==> src/logic/ias_consts.svh <==
// Constants of the interrupt accept sequencer: levels, reset values, layouts
`ifndef IAS_CONSTS_SVH
`define IAS_CONSTS_SVH
`define IAS_LEVEL_W 5
`define IAS_MASK_W 4
`define IAS_NMI_LEVEL 5'h10
`define IAS_NMI_MASK 4'hf
`define IAS_RESET_PRIO 4'h0
`define IAS_RESET_MASK 4'hf
`define IAS_SR_MASK_LSB 4
`define IAS_VEC_BASE 8'h40
`define IAS_VEC_SHIFT 2
`define IAS_WORD_W 32
`define IAS_CNT_W 16
`endif

==> src/logic/ias_pkg.sv <==
// Types shared by both ends of the interrupt accept sequencer
package ias_pkg;
	typedef enum logic [1:0] {
		IAS_DTC_IDLE = 2'h0,
		IAS_DTC_REQ = 2'h1,
		IAS_DTC_GAP = 2'h3
	} ias_dtc_state_t;
	typedef enum logic [1:0] {
		IAS_CPU_RUN = 2'h0,
		IAS_CPU_PUSH_SR = 2'h1,
		IAS_CPU_PUSH_PC = 2'h3,
		IAS_CPU_VECTOR = 2'h2
	} ias_cpu_state_t;
endpackage

==> src/logic/ias_link_if.sv <==
// Link between the interrupt controller and the CPU core with transfer controller
`timescale 1ns/1ps
`default_nettype none
`include "ias_consts.svh"
interface ias_link_if #(parameter int IW = 4);
	logic irq_req;
	logic [`IAS_LEVEL_W-1:0] irq_level;
	logic [IW-1:0] irq_idx;
	logic exc_start;
	logic [IW-1:0] taken_idx;
	logic [`IAS_MASK_W-1:0] mask_level;
	logic dtc_req;
	logic [IW-1:0] dtc_src;
	logic dtc_done;
	logic dtc_count_zero;
	logic xfer_en_set;
	logic [IW-1:0] xfer_en_src;
	modport dev (output irq_req, irq_level, irq_idx, dtc_req, dtc_src,
		input exc_start, taken_idx, mask_level, dtc_done, dtc_count_zero, xfer_en_set, xfer_en_src);
	modport cpu (input irq_req, irq_level, irq_idx, dtc_req, dtc_src,
		output exc_start, taken_idx, mask_level, dtc_done, dtc_count_zero, xfer_en_set, xfer_en_src);
endinterface
`default_nettype wire

==> src/logic/ias_prio_arbiter.sv <==
// Picks the highest level request; on equal levels the lowest index wins
`timescale 1ns/1ps
`default_nettype none
`include "ias_consts.svh"
module ias_prio_arbiter
	import ias_pkg::*;
#(
	parameter int N = 8,
	parameter int IW = 3
) (
	input wire logic [N-1:0] req_i,
	input wire logic [N*`IAS_LEVEL_W-1:0] level_i,
	output logic valid_o,
	output logic [IW-1:0] idx_o,
	output logic [`IAS_LEVEL_W-1:0] level_o
);
	logic [`IAS_LEVEL_W-1:0] lv;
	// Scan downward with >= so the lower index takes ties; level zero is masked
	always_comb begin
		valid_o = 1'b0;
		idx_o = '0;
		level_o = '0;
		lv = '0;
		for (int i = N - 1; i >= 0; i--) begin
			lv = level_i[i*`IAS_LEVEL_W +: `IAS_LEVEL_W];
			if (req_i[i] && (lv != '0) && (lv >= level_o)) begin
				valid_o = 1'b1;
				idx_o = IW'(i);
				level_o = lv;
			end
		end
	end
endmodule
`default_nettype wire

==> src/logic/ias_interrupt_controller.sv <==
// Interrupt controller end: arbitration, acceptance, pending pin, transfer routing
// Operation
// - Select highest programmed priority among requests
// - Equal levels resolved by fixed vector order
// - Accept only when level exceeds mask
// - Accept raises CPU request, pin low
// - CPU takes request at instruction decode
// - CPU pushes status word and PC
// - CPU loads accepted level into mask
// - Level/peripheral request: pin high once taken
// - Edge request: pin high when exception starts
// - Higher accepted request keeps pin low
// - CPU jumps to vector, no delay slot
// - Edge requests held pending until accepted
// - Software may withdraw pending pin request
// - Any reset discards pending edge requests
// - Transfer enable routes request to transfer controller
// - Transfer enable cleared only at transfer end
// - Select set: clear enable, raise CPU request
// - Select clear: clear source flag, no request
// - Count zero: clear enable, forward request
// - Enable clear: request goes to CPU
// - Handler clears flag, re-enables on nonzero count
// - Reset sets all source levels to zero
// - Levels 0 to 15, NMI 16
`timescale 1ns/1ps
`default_nettype none
`include "ias_consts.svh"
module ias_interrupt_controller
	import ias_pkg::*;
#(
	parameter int NPIN = 4,
	parameter int NPER = 3,
	parameter int NSRC = 1 + NPIN + NPER,
	parameter int IW = $clog2(NSRC)
) (
	input wire logic sys_clk_i,
	input wire logic arst_n_i,
	input wire logic manual_reset_i,
	ias_link_if.dev link,
	input wire logic nmi_n_i,
	input wire logic [NPIN-1:0] ext_req_n_i,
	input wire logic [NPIN-1:0] pin_edge_mode_i,
	input wire logic [NPIN-1:0] pin_withdraw_i,
	output logic [NPIN-1:0] pin_status_o,
	input wire logic [NPER-1:0] per_req_i,
	output logic [NPER-1:0] per_flag_clr_o,
	input wire logic prio_wr_i,
	input wire logic [IW-1:0] prio_wr_idx_i,
	input wire logic [`IAS_MASK_W-1:0] prio_wr_data_i,
	input wire logic [NPER-1:0] irq_after_xfer_select_i,
	output logic [NPER-1:0] xfer_en_o,
	output logic request_pending_out_n_o
);
	localparam int NS = NPIN + 1;
	localparam int PB = NPIN + 1;

	////////////////////////////////////////////////////////////////////////
	// Pin synchronisers: NMI at index 0, external pins above it
	logic [NS-1:0] raw_n;
	logic [NS-1:0] s1_q, s2_q, s3_q, filt_q, filt_d, prev_q;
	assign raw_n = {ext_req_n_i, nmi_n_i};
	// Three stages; a level counts once the second and third agree
	always_comb begin
		filt_d = filt_q;
		for (int i = 0; i < NS; i++) begin
			if (s2_q[i] == s3_q[i]) begin
				filt_d[i] = s3_q[i];
			end
		end
	end
	always_ff @(posedge sys_clk_i or negedge arst_n_i) begin
		if (!arst_n_i) begin
			s1_q <= '1;
			s2_q <= '1;
			s3_q <= '1;
			filt_q <= '1;
			prev_q <= '1;
		end else begin
			s1_q <= raw_n;
			s2_q <= s1_q;
			s3_q <= s2_q;
			filt_q <= filt_d;
			prev_q <= filt_q;
		end
	end

	////////////////////////////////////////////////////////////////////////
	// Priority registers, edge pending flags and transfer enables
	logic [`IAS_MASK_W-1:0] prio_q [NSRC];
	logic [`IAS_MASK_W-1:0] prio_d [NSRC];
	logic [NS-1:0] pend_q, pend_d, fall;
	logic [NPER-1:0] xen_q, xen_d, fclr_q, fclr_d;
	logic [NSRC-1:0] req;
	logic [NSRC*`IAS_LEVEL_W-1:0] lvl;
	logic take;
	logic win_valid;
	logic [IW-1:0] win_idx;
	logic [`IAS_LEVEL_W-1:0] win_level;
	ias_dtc_state_t dst_q, dst_d;
	logic [IW-1:0] dsrc_q, dsrc_d;
	logic [NPER-1:0] dtc_cand;

	assign fall = prev_q & ~filt_q;
	assign take = link.exc_start;

	// Request vector and level vector handed to the arbiter
	always_comb begin
		req = '0;
		lvl = '0;
		req[0] = pend_q[0];
		lvl[0 +: `IAS_LEVEL_W] = `IAS_NMI_LEVEL;
		for (int i = 1; i < NSRC; i++) begin
			lvl[i*`IAS_LEVEL_W +: `IAS_LEVEL_W] = {1'b0, prio_q[i]};
		end
		for (int i = 0; i < NPIN; i++) begin
			req[i+1] = pin_edge_mode_i[i] ? pend_q[i+1] : ~filt_q[i+1];
		end
		for (int j = 0; j < NPER; j++) begin
			req[PB+j] = per_req_i[j] & ~xen_q[j];
		end
	end

	ias_prio_arbiter #(
		.N(NSRC),
		.IW(IW)
	) u_arb (
		.req_i(req),
		.level_i(lvl),
		.valid_o(win_valid),
		.idx_o(win_idx),
		.level_o(win_level)
	);

	// Next values of levels, pending flags and transfer enables
	always_comb begin
		prio_d = prio_q;
		pend_d = pend_q;
		xen_d = xen_q;
		fclr_d = '0;
		if (prio_wr_i && (prio_wr_idx_i != '0) && (32'(prio_wr_idx_i) < NSRC)) begin
			prio_d[prio_wr_idx_i] = prio_wr_data_i;
		end
		for (int i = 0; i < NS; i++) begin
			if (manual_reset_i) begin
				pend_d[i] = 1'b0;
			end else if (fall[i] && (i == 0 || pin_edge_mode_i[i-1])) begin
				pend_d[i] = 1'b1;
			end else if (take && (32'(link.taken_idx) == i)) begin
				pend_d[i] = 1'b0;
			end else if (i > 0 && pin_withdraw_i[i-1]) begin
				pend_d[i] = 1'b0;
			end
		end
		if (dst_q == IAS_DTC_REQ && link.dtc_done) begin
			for (int j = 0; j < NPER; j++) begin
				if (32'(dsrc_q) == j) begin
					if (irq_after_xfer_select_i[j] || link.dtc_count_zero) begin
						xen_d[j] = 1'b0;
					end else begin
						fclr_d[j] = 1'b1;
					end
				end
			end
		end
		for (int j = 0; j < NPER; j++) begin
			if (link.xfer_en_set && (32'(link.xfer_en_src) == j)) begin
				xen_d[j] = 1'b1;
			end
		end
	end
	always_ff @(posedge sys_clk_i or negedge arst_n_i) begin
		if (!arst_n_i) begin
			for (int i = 0; i < NSRC; i++) begin
				prio_q[i] <= `IAS_RESET_PRIO;
			end
			pend_q <= '0;
			xen_q <= '0;
			fclr_q <= '0;
		end else begin
			prio_q <= prio_d;
			pend_q <= pend_d;
			xen_q <= xen_d;
			fclr_q <= fclr_d;
		end
	end

	////////////////////////////////////////////////////////////////////////
	// Transfer controller activation: one transfer at a time, gap after each
	always_comb begin
		dst_d = dst_q;
		dsrc_d = dsrc_q;
		dtc_cand = per_req_i & xen_q;
		unique case (dst_q)
			IAS_DTC_IDLE: begin
				for (int j = NPER - 1; j >= 0; j--) begin
					if (dtc_cand[j]) begin
						dsrc_d = IW'(j);
						dst_d = IAS_DTC_REQ;
					end
				end
			end
			IAS_DTC_REQ: begin
				if (link.dtc_done) begin
					dst_d = IAS_DTC_GAP;
				end
			end
			IAS_DTC_GAP: begin
				dst_d = IAS_DTC_IDLE; // Lets the flag clear reach the source
			end
			default: begin
				dst_d = IAS_DTC_IDLE;
			end
		endcase
	end
	always_ff @(posedge sys_clk_i or negedge arst_n_i) begin
		if (!arst_n_i) begin
			dst_q <= IAS_DTC_IDLE;
			dsrc_q <= '0;
		end else begin
			dst_q <= dst_d;
			dsrc_q <= dsrc_d;
		end
	end
	assign link.dtc_req = (dst_q == IAS_DTC_REQ);
	assign link.dtc_src = dsrc_q;

	////////////////////////////////////////////////////////////////////////
	// Acceptance against the CPU mask and the pending-request pin
	logic acc, irq_q, irq_d, pin_n_q, pin_n_d;
	logic [`IAS_LEVEL_W-1:0] ilvl_q, ilvl_d;
	logic [IW-1:0] iidx_q, iidx_d;
	always_comb begin
		acc = win_valid && (win_level > {1'b0, link.mask_level});
		// The source being taken this cycle is released; a different winner stays
		irq_d = acc && !(take && (win_idx == link.taken_idx));
		pin_n_d = ~irq_d;
		ilvl_d = irq_d ? win_level : ilvl_q;
		iidx_d = irq_d ? win_idx : iidx_q;
	end
	always_ff @(posedge sys_clk_i or negedge arst_n_i) begin
		if (!arst_n_i) begin
			irq_q <= 1'b0;
			pin_n_q <= 1'b1;
			ilvl_q <= '0;
			iidx_q <= '0;
		end else begin
			irq_q <= irq_d;
			pin_n_q <= pin_n_d;
			ilvl_q <= ilvl_d;
			iidx_q <= iidx_d;
		end
	end

	assign link.irq_req = irq_q;
	assign link.irq_level = ilvl_q;
	assign link.irq_idx = iidx_q;
	assign request_pending_out_n_o = pin_n_q;
	assign xfer_en_o = xen_q;
	assign per_flag_clr_o = fclr_q;
	// Status view: held flag in edge mode, live level otherwise
	always_comb begin
		for (int i = 0; i < NPIN; i++) begin
			pin_status_o[i] = pin_edge_mode_i[i] ? pend_q[i+1] : ~filt_q[i+1];
		end
	end
endmodule
`default_nettype wire

==> src/flat_wrapper.sv <==
// flat-port wrapper written by rule: the top's interface ports become plain ports
module ias_interrupt_controller_flat import ias_pkg::*;
#(
	parameter int NPIN = 4,
	parameter int NPER = 3,
	parameter int NSRC = 1 + NPIN + NPER,
	parameter int IW = $clog2(NSRC)
)
  (sys_clk_i, arst_n_i, manual_reset_i, nmi_n_i, ext_req_n_i, pin_edge_mode_i, pin_withdraw_i, pin_status_o, per_req_i, per_flag_clr_o, prio_wr_i, prio_wr_idx_i, prio_wr_data_i, irq_after_xfer_select_i, xfer_en_o, request_pending_out_n_o, link_irq_req, link_irq_level, link_irq_idx, link_dtc_req, link_dtc_src, link_exc_start, link_taken_idx, link_mask_level, link_dtc_done, link_dtc_count_zero, link_xfer_en_set, link_xfer_en_src);
  ias_link_if #(.IW(IW)) link_i ();
  input wire logic sys_clk_i;
  input wire logic arst_n_i;
  input wire logic manual_reset_i;
  input wire logic nmi_n_i;
  input wire logic [NPIN-1:0] ext_req_n_i;
  input wire logic [NPIN-1:0] pin_edge_mode_i;
  input wire logic [NPIN-1:0] pin_withdraw_i;
  output logic [NPIN-1:0] pin_status_o;
  input wire logic [NPER-1:0] per_req_i;
  output logic [NPER-1:0] per_flag_clr_o;
  input wire logic prio_wr_i;
  input wire logic [IW-1:0] prio_wr_idx_i;
  input wire logic [`IAS_MASK_W-1:0] prio_wr_data_i;
  input wire logic [NPER-1:0] irq_after_xfer_select_i;
  output logic [NPER-1:0] xfer_en_o;
  output logic request_pending_out_n_o;
  output wire logic [$bits(link_i.irq_req)-1:0] link_irq_req;
  output wire logic [$bits(link_i.irq_level)-1:0] link_irq_level;
  output wire logic [$bits(link_i.irq_idx)-1:0] link_irq_idx;
  output wire logic [$bits(link_i.dtc_req)-1:0] link_dtc_req;
  output wire logic [$bits(link_i.dtc_src)-1:0] link_dtc_src;
  input wire logic [$bits(link_i.exc_start)-1:0] link_exc_start;
  input wire logic [$bits(link_i.taken_idx)-1:0] link_taken_idx;
  input wire logic [$bits(link_i.mask_level)-1:0] link_mask_level;
  input wire logic [$bits(link_i.dtc_done)-1:0] link_dtc_done;
  input wire logic [$bits(link_i.dtc_count_zero)-1:0] link_dtc_count_zero;
  input wire logic [$bits(link_i.xfer_en_set)-1:0] link_xfer_en_set;
  input wire logic [$bits(link_i.xfer_en_src)-1:0] link_xfer_en_src;
  assign link_irq_req = link_i.irq_req;
  assign link_irq_level = link_i.irq_level;
  assign link_irq_idx = link_i.irq_idx;
  assign link_dtc_req = link_i.dtc_req;
  assign link_dtc_src = link_i.dtc_src;
  assign link_i.exc_start = link_exc_start;
  assign link_i.taken_idx = link_taken_idx;
  assign link_i.mask_level = link_mask_level;
  assign link_i.dtc_done = link_dtc_done;
  assign link_i.dtc_count_zero = link_dtc_count_zero;
  assign link_i.xfer_en_set = link_xfer_en_set;
  assign link_i.xfer_en_src = link_xfer_en_src;
  ias_interrupt_controller #(.NPIN(NPIN), .NPER(NPER), .NSRC(NSRC), .IW(IW)) u_core (.sys_clk_i(sys_clk_i), .arst_n_i(arst_n_i), .manual_reset_i(manual_reset_i), .link(link_i), .nmi_n_i(nmi_n_i), .ext_req_n_i(ext_req_n_i), .pin_edge_mode_i(pin_edge_mode_i), .pin_withdraw_i(pin_withdraw_i), .pin_status_o(pin_status_o), .per_req_i(per_req_i), .per_flag_clr_o(per_flag_clr_o), .prio_wr_i(prio_wr_i), .prio_wr_idx_i(prio_wr_idx_i), .prio_wr_data_i(prio_wr_data_i), .irq_after_xfer_select_i(irq_after_xfer_select_i), .xfer_en_o(xfer_en_o), .request_pending_out_n_o(request_pending_out_n_o));
endmodule
==> config.mk <==
export PLATFORM = sky130hd
export DESIGN_NAME = ias_interrupt_controller_flat
export DESIGN_NICKNAME = d
export VERILOG_FILES = /design/src/logic/ias_pkg.sv /design/src/logic/ias_link_if.sv /design/src/logic/ias_prio_arbiter.sv /design/src/logic/ias_interrupt_controller.sv /design/src/flat_wrapper.sv
export VERILOG_INCLUDE_DIRS = /design/src /design/src/logic
export SDC_FILE = /design/constraint.sdc
export NUM_CORES = 1
export LEC_CHECK = 0
export BUFFER_PORTS_ARGS = -buffer_cell sky130_fd_sc_hd__clkbuf_2
export CAP_MARGIN = 40
export CORE_MARGIN = 4
export CORE_UTILIZATION = 30
export CTS_CLUSTER_SIZE = 10
export DETAILED_ROUTE_END_ITERATION = 8
export PLACE_DENSITY_LB_ADDON = 0.3
export SYNTH_ARGS = -nofsm -noshare
export SYNTH_HDL_FRONTEND = slang
export SYNTH_HIERARCHICAL = 1
export SYNTH_SLANG_ARGS = --single-unit
==> constraint.sdc <==
create_clock -name sys_clk_i -period 15.2 [get_ports sys_clk_i]
set_input_delay 3.8 -clock sys_clk_i [delete_from_list [all_inputs] [get_ports sys_clk_i]]
set_output_delay 3.8 -clock sys_clk_i [all_outputs]
set_load 0.02 [all_outputs]
[Word level (Yosys, flattened, before mapping)]
Cells that the tools add are included.
Word-level totals
  memory bits (read-only): 0
  memories: 0
  word-level logic and storage cells: 219
  output and inout port bits: 24
  latch bits: 0
  flip-flop bits (word level): 83
  bits in writable memories: 0
Cells by class
  multipliers: 0
  shift operators: 0
  $add $sub $neg: 0
  reduce and logical (&&, ||, !) cells: 69
  muxes and demuxes: 75
  equal/unequal tests: 17
  magnitude comparators: 11
  bitwise operators: 15
  divide/modulo/power cells: 0
Operators with widths (number)
  2-to-1 mux 1 bit: 46
  2-to-1 mux 3 bit: 13
  2-to-1 mux 5 bit: 7
  nonzero test 5 bit: 7
  logical AND 1 bit: 33
  bitwise mux 32 bit: 1
  >= comparator 4 x 5 -> 1 bit: 6
  nonzero test 2 bit: 9
  nonzero test 4 bit: 4
  demux 4 bit (select 3 bit): 1
  == test 3 x 2 -> 1 bit, second input constant: 4
  == test 3 x 1 -> 1 bit, second input constant: 3
  zero test 3 bit: 3
  AND reduction 3 bit: 3
  nonzero test 3 bit: 3
  2-to-1 mux 2 bit: 4
  2-to-1 mux 4 bit: 2
  NOT 1 bit: 8
  bitwise AND 5 bit: 1
  == test 1 bit: 5
  >= comparator 5 bit, first input constant: 1
  > comparator 5 x 4 -> 1 bit: 1
  NOT 5 bit: 1
  >= comparator 4 x 1 -> 1 bit, second input constant: 1
  15 further kinds: 20

[Longest topological paths before layout]
  depth after elaboration: 31
  depth in mapped cells: 73
  depth with buffers taken out: 72

[Hierarchy]
Netlist, hierarchy kept.
Modules (own cells, without submodules)
  ias_interrupt_controller: area each 3079.2 µm², cells an instance 221, instances 1, sequential area each 1984.4 µm²
  ias_prio_arbiter: area each 1612.8 µm², cells an instance 235, instances 1, sequential area each 0.0 µm²

[Least setup slack after synthesis]
No wires, ideal clock.
  path type: input to register
  start: input port per_req_i[2]
  end: register u_core.iidx_q[0] (netlist: u_core/link.irq_idx[0])
  stages on the path: 71
  path buffers: 1
  required time: 15.075 ns
  data arrival time: 16.173 ns
  library setup time: 0.125 ns
  setup slack: -1.098 ns
  path through: nor2b_1 > nand2_1 > ha_1 > nand2_1 > o21ai_1 > a31oi_1 > nor2_1 > mux2_2 > ha_1 > nor2b_1 > nand2b_1 > o211ai_1 > a21o_1 > o2111ai_1 > and3_1 > clkbuf_1 > mux2i_1 > inv_1 > [... 35 more ...] > mux2_4 > ha_1 > nand2b_1 > a21oi_1 > nor2b_1 > o21ai_0 > nand2b_1 > a21oi_1 > nor2b_1 > o21a_1 > nor2_1 > a22oi_1 > o21ai_0 > ha_1 > nand3_1 > or3b_4 > nand4_4 > mux2_2
RTL lines
  start: declaration: line flat_wrapper.sv:19  | input wire logic [NPER-1:0] per_req_i;
  bitwise AND 1 bit (*): line ias_interrupt_controller.sv:120  | req[PB+j] = per_req_i[j] & ~xen_q[j];
  logical AND 1 bit (*) (2 in series): line ias_prio_arbiter.sv:26  | if (req_i[i] && (lv != '0) && (lv >= level_o)) begin
  2-to-1 mux 4 bit (*): line ias_prio_arbiter.sv:26
  >= comparator 4 x 5 -> 1 bit: line ias_prio_arbiter.sv:26
  logical AND 1 bit: line ias_prio_arbiter.sv:26
  2-to-1 mux 5 bit (*): line ias_prio_arbiter.sv:26
  >= comparator 4 x 5 -> 1 bit: line ias_prio_arbiter.sv:26
  logical AND 1 bit: line ias_prio_arbiter.sv:26
  [... 12 more ...]
  2-to-1 mux 5 bit (*): line ias_prio_arbiter.sv:26
  >= comparator 5 bit: line ias_prio_arbiter.sv:26
  logical AND 1 bit: line ias_prio_arbiter.sv:26
  2-to-1 mux 5 bit (*): line ias_prio_arbiter.sv:26
  named net u_core.win_level[1]: line ias_interrupt_controller.sv:99  | logic [`IAS_LEVEL_W-1:0] win_level;
  > comparator 5 x 4 -> 1 bit (*): line ias_interrupt_controller.sv:234  | acc = win_valid && (win_level > {1'b0, link.mask_level});
  logical AND 1 bit (*): line ias_interrupt_controller.sv:234
  logical AND 1 bit (*): line ias_interrupt_controller.sv:236  | irq_d = acc && !(take && (win_idx == link.taken_idx));
  end signal: assignment: line ias_interrupt_controller.sv:251  | iidx_q <= iidx_d;
  end: declaration: line ias_interrupt_controller.sv:232  | logic [IW-1:0] iidx_q, iidx_d;
The timed path passes the listed nets; every way through them passes the cells marked *.
A chain may end at the register's enable or synchronous reset.

[Final worst setup path]
  start: input port per_req_i[2]
  end: register u_core.ilvl_q[4] (netlist: u_core/link.irq_level[4])
RTL lines
  bitwise AND 1 bit (*): line ias_interrupt_controller.sv:120
  named net u_core.req[7]: line ias_interrupt_controller.sv:94  | logic [NSRC-1:0] req;
  logical AND 1 bit (*) (2 in series): line ias_prio_arbiter.sv:26
  2-to-1 mux 4 bit (*): line ias_prio_arbiter.sv:26
  >= comparator 4 x 5 -> 1 bit: line ias_prio_arbiter.sv:26
  logical AND 1 bit: line ias_prio_arbiter.sv:26
  2-to-1 mux 5 bit (*): line ias_prio_arbiter.sv:26
  >= comparator 4 x 5 -> 1 bit: line ias_prio_arbiter.sv:26
  [... 13 more ...]
  2-to-1 mux 5 bit (*): line ias_prio_arbiter.sv:26
  >= comparator 5 bit: line ias_prio_arbiter.sv:26
  logical AND 1 bit: line ias_prio_arbiter.sv:26
  2-to-1 mux 5 bit (*): line ias_prio_arbiter.sv:26
  named net u_core.win_level[1]: line ias_interrupt_controller.sv:99
  > comparator 5 x 4 -> 1 bit (*): line ias_interrupt_controller.sv:234
  logical AND 1 bit (*): line ias_interrupt_controller.sv:234
  logical AND 1 bit (*): line ias_interrupt_controller.sv:236
  end signal: assignment: line ias_interrupt_controller.sv:250  | ilvl_q <= ilvl_d;
  end: declaration: line ias_interrupt_controller.sv:231  | logic [`IAS_LEVEL_W-1:0] ilvl_q, ilvl_d;
Marked as above.

==> out/qor.yml <==
clocking:
  numCtsBuffers: 9
  h-tree-depth: 3
  cts_tree: "done"
  path_clk_slew_ps: 60
  clk_path_buf_depth: 2
  root_buffer: "clkbuf_16"
  clk_latency_ps: 340
  clock_sinks: 78
setup_path:
  startpoint_type: "primary input"
  rrSetupSlack_ps: 2810
  endpoint: "u_core/link.irq_level[4]$_DFFE_PN0P_"
  cp.arrival_ps: 15680
  crit_cells: 72
  cpMaxStageDelayCell: "or3b_4"
  cp_num_buf_inv: 5
  criticalPathCategory: "primary input to flop"
  ff2ff_path_depth: 71
  cpPeakStageDelay_ps: 430
  r2r_end: "u_core/link.irq_level[4]$_DFFE_PN0P_"
  endpoint_kind: "flop"
  reg2reg_from: "u_core/xfer_en_o[2]$_DFFE_PN0P_"
  path_max_fanout: 5
  critPathLaunch: "per_req_i[2]"
  required_ps: 15420
  crit_family: "compound AO/OA/AOI/OAI gates"
synth:
  syn_inst: 456
  synth-main-ff-cell: "dfrtp_1"
  ys_warn_count: 6
  yosysTopAreaCellShare: 0.277
  avgSynthCellArea_um2: 10.3
  synthTopCellsByArea: "dfrtp_1 28%, dfstp_2 15%, mux2_2 9.6%"
  synth_area_um2: 4690
  seq_area_frac_synth: 0.423
  async_flop_share: 1.00
  ys_ff_latch: 78
  ys_types: 62
  synth_edf_count: 0
  yosys.area.top_type: "dfrtp_1"
route:
  post-route-drc-count: 0
  finalWirelength_mm: 12.9
  met2_length_mm: 6.53
  wire_per_inst_um: 14.7
  drt-vias-per-instance: 4.83
  met3_length_um: 280
  met1_length_mm: 5.73
  drtPass1Iterations: 4
  antenna_left: 0
  via_count: 4238
  drt_iter0_drc: 158
  routed.top_layer: "met4"
placement:
  dp.cells: 821
  postPlaceCellArea_um2: 6030
  io_buffers: 66
  finalWeightedCongestion: 0.860
  place_hpwl_mm: 9.49
die:
  core_um2: 15300
  die-area_um2: 17700
  die_h_um: 133
  io_pins: 68
  initial_utilization: 0.308
  num_rows: 45
  die_w_um: 133
sta:
  drv_slew: 0
  clock.fmax_mhz: 64.7
  period_needed_ps: 15460
  setup_viol: 9
  relSlewSlack: 0.487
  hold_viol_final: 0
  rsz0062_at_grt: "yes"
  tightestPinTransition_ps: 762
  finalCritPeriodShare: 1.02
  whs_ps: 357
  setup_ws_ps: -256
  setup-tns-final_ps: -1980
  skew_ps: 9.27
global_route:
  grt_pass1_wl_mm: 21.4
  grt.overflow.total: 0
  track_usage: 0.148
  antenna_found_initial: 0
  grt_pass1_vias: 4408
  grt_max_degree: 50
power_and_ir_drop:
  leakage_nw: 3.16
  power_density_nw_per_um2: 186
  fin_total_pwr_w: 0.00129
  ir_worst_vdd_v: 0.0000875
job:
  drv_cap: 0
layout:
  n_antenna_cell: 0
  n_fill_cell: 1460
  fin_cells: 878
  final_nets: 737
  final_area_um2: 6900
  drive_gt1_frac: 0.474
  area_delta_synth_final_pct: 47.1
hold_path:
  hold_depth: 0
  hold_path_class: "flop to flop"
status:
  violations: "setup timing"
  status: "finished with violations"
## worst reg2reg max path, delay by kind of cell, from the launching register on
family | cells | cell delay, ps
simple gates | 24 | 3150
flops | 1 | 460
buf+inv | 4 | 420
fa+ha+maj | 9 | 2390
compound gates | 30 | 4620
mux | 4 | 1230
## layout make-up
cell class,instances,area [µm²],area share
inverter,32,120,0.0174
clock inverter,6,41.3,0.00598
sequential,78,1980,0.287
tap,211,264,0.0382
clock buffer,10,250,0.0363
timing repair buffer,163,1090,0.159
multi-input combinational,378,3150,0.456
## sequential cells by signal, summed over array words and instances, names as in the netlist, 5 cells and up
signal and flops:
u_core/lvl 28, u_core/filt_q 5, u_core/link.irq_level 5, u_core/pend_q 5
u_core/prev_q 5, u_core/s1_q 5, u_core/s2_q 5, u_core/s3_q 5
## kinds of logic (layout without fill, tap and decap cells)
group / after synthesis / in the layout / synth area share
AND/OR/NAND/NOR: 132 / 133 / 0.155
AO/OA/AOI/OAI: 121 / 121 / 0.176
flip-flops: 78 / 78 / 0.423
multiplexers: 44 / 44 / 0.107
adder cells (fa/ha/maj): 38 / 38 / 0.0979
buffers and inverters: 38 / 211 / 0.0344
XOR/XNOR: 3 / 3 / 0.00560
other: 2 / 39 / 0.00160
## per-layer routing
layer,up-vias,global-route usage
li1,2072,-
met1,2070,0.184
met2,70,0.254
met3,26,0.0262
met4,0,0.0543
met5,-,0
## how the worst min path moves through the flow
stage	startpoint	end
final	u_core/s1_q[0]$_DFF_PN1_	u_core/s2_q[0]$_DFF_PN1_
after global routing	u_core/s1_q[0]$_DFF_PN1_	u_core/s2_q[0]$_DFF_PN1_
after CTS	u_core/s1_q[2]$_DFF_PN1_	u_core/s2_q[2]$_DFF_PN1_
after detailed placement	u_core/s1_q[0]$_DFF_PN1_	u_core/s2_q[0]$_DFF_PN1_
after global placement	u_core/s1_q[1]$_DFF_PN1_	u_core/s2_q[1]$_DFF_PN1_
after floorplan	u_core/s1_q[0]$_DFF_PN1_	u_core/s2_q[0]$_DFF_PN1_
## synth_stat cells (4+ instances only)
| library cell | count |
|---|---|
| dfrtp_1 | 52 |
| mux2_2 | 40 |
| nand2_1 | 34 |
| inv_1 | 32 |
| ha_1 | 31 |
| dfstp_2 | 26 |
| nor2_1 | 26 |
| a21oi_1 | 24 |
| o21ai_0 | 23 |
| nand2b_1 | 13 |
| nor2b_1 | 13 |
| a21o_1 | 11 |
| o21a_1 | 8 |
| or4_1 | 7 |
| maj3_1 | 6 |
| a22o_1 | 5 |
| a31oi_1 | 5 |
| buf_4 | 5 |
| nand3_1 | 5 |
| nand3b_1 | 5 |
| nand4_1 | 5 |
| o211ai_1 | 5 |
| nor3_1 | 4 |
| nor4_1 | 4 |
| o21ai_1 | 4 |
| o31ai_1 | 4 |
## metrics by stage
step           worst slack (ps)   util
3_3_place_gp               -633  0.394
6_report                   -256  0.452
3_5_place_dp               -904  0.395
4_1_cts                    -128  0.438
2_1_floorplan              -129      -
5_1_grt                    -897  0.452
## cells in the final DEF (no fill, tap or decap), types with 6 or more instances in the layout
cell type	count
a21o_1	11
a21oi_1	15
a21oi_2	9
buf_4	95
clkbuf_16	10
clkbuf_2	64
conb_1	39
dfrtp_1	52
dfstp_2	26
ha_1	23
ha_4	8
inv_1	30
mux2_2	31
mux2_4	11
nand2_1	31
nand2b_1	6
nand2b_4	7
nor2_1	21
nor2b_1	9
o21a_1	8
o21ai_0	16
or4_1	7
## power by group
part           internal, W  switching, W
Combinational     0.000418      0.000356
Clock             0.000121     0.0000864
Sequential        0.000258     0.0000457
Total             0.000797      0.000488
## repair_timing
action	in CTS	in global routing
buffers inserted	34	7
hold buffers	0	0
gates cloned	1	0
pin swaps	31	18
resized for setup	21	27
endpoints found under the setup margin	10	10
Power figures use the tool's default switching activity.
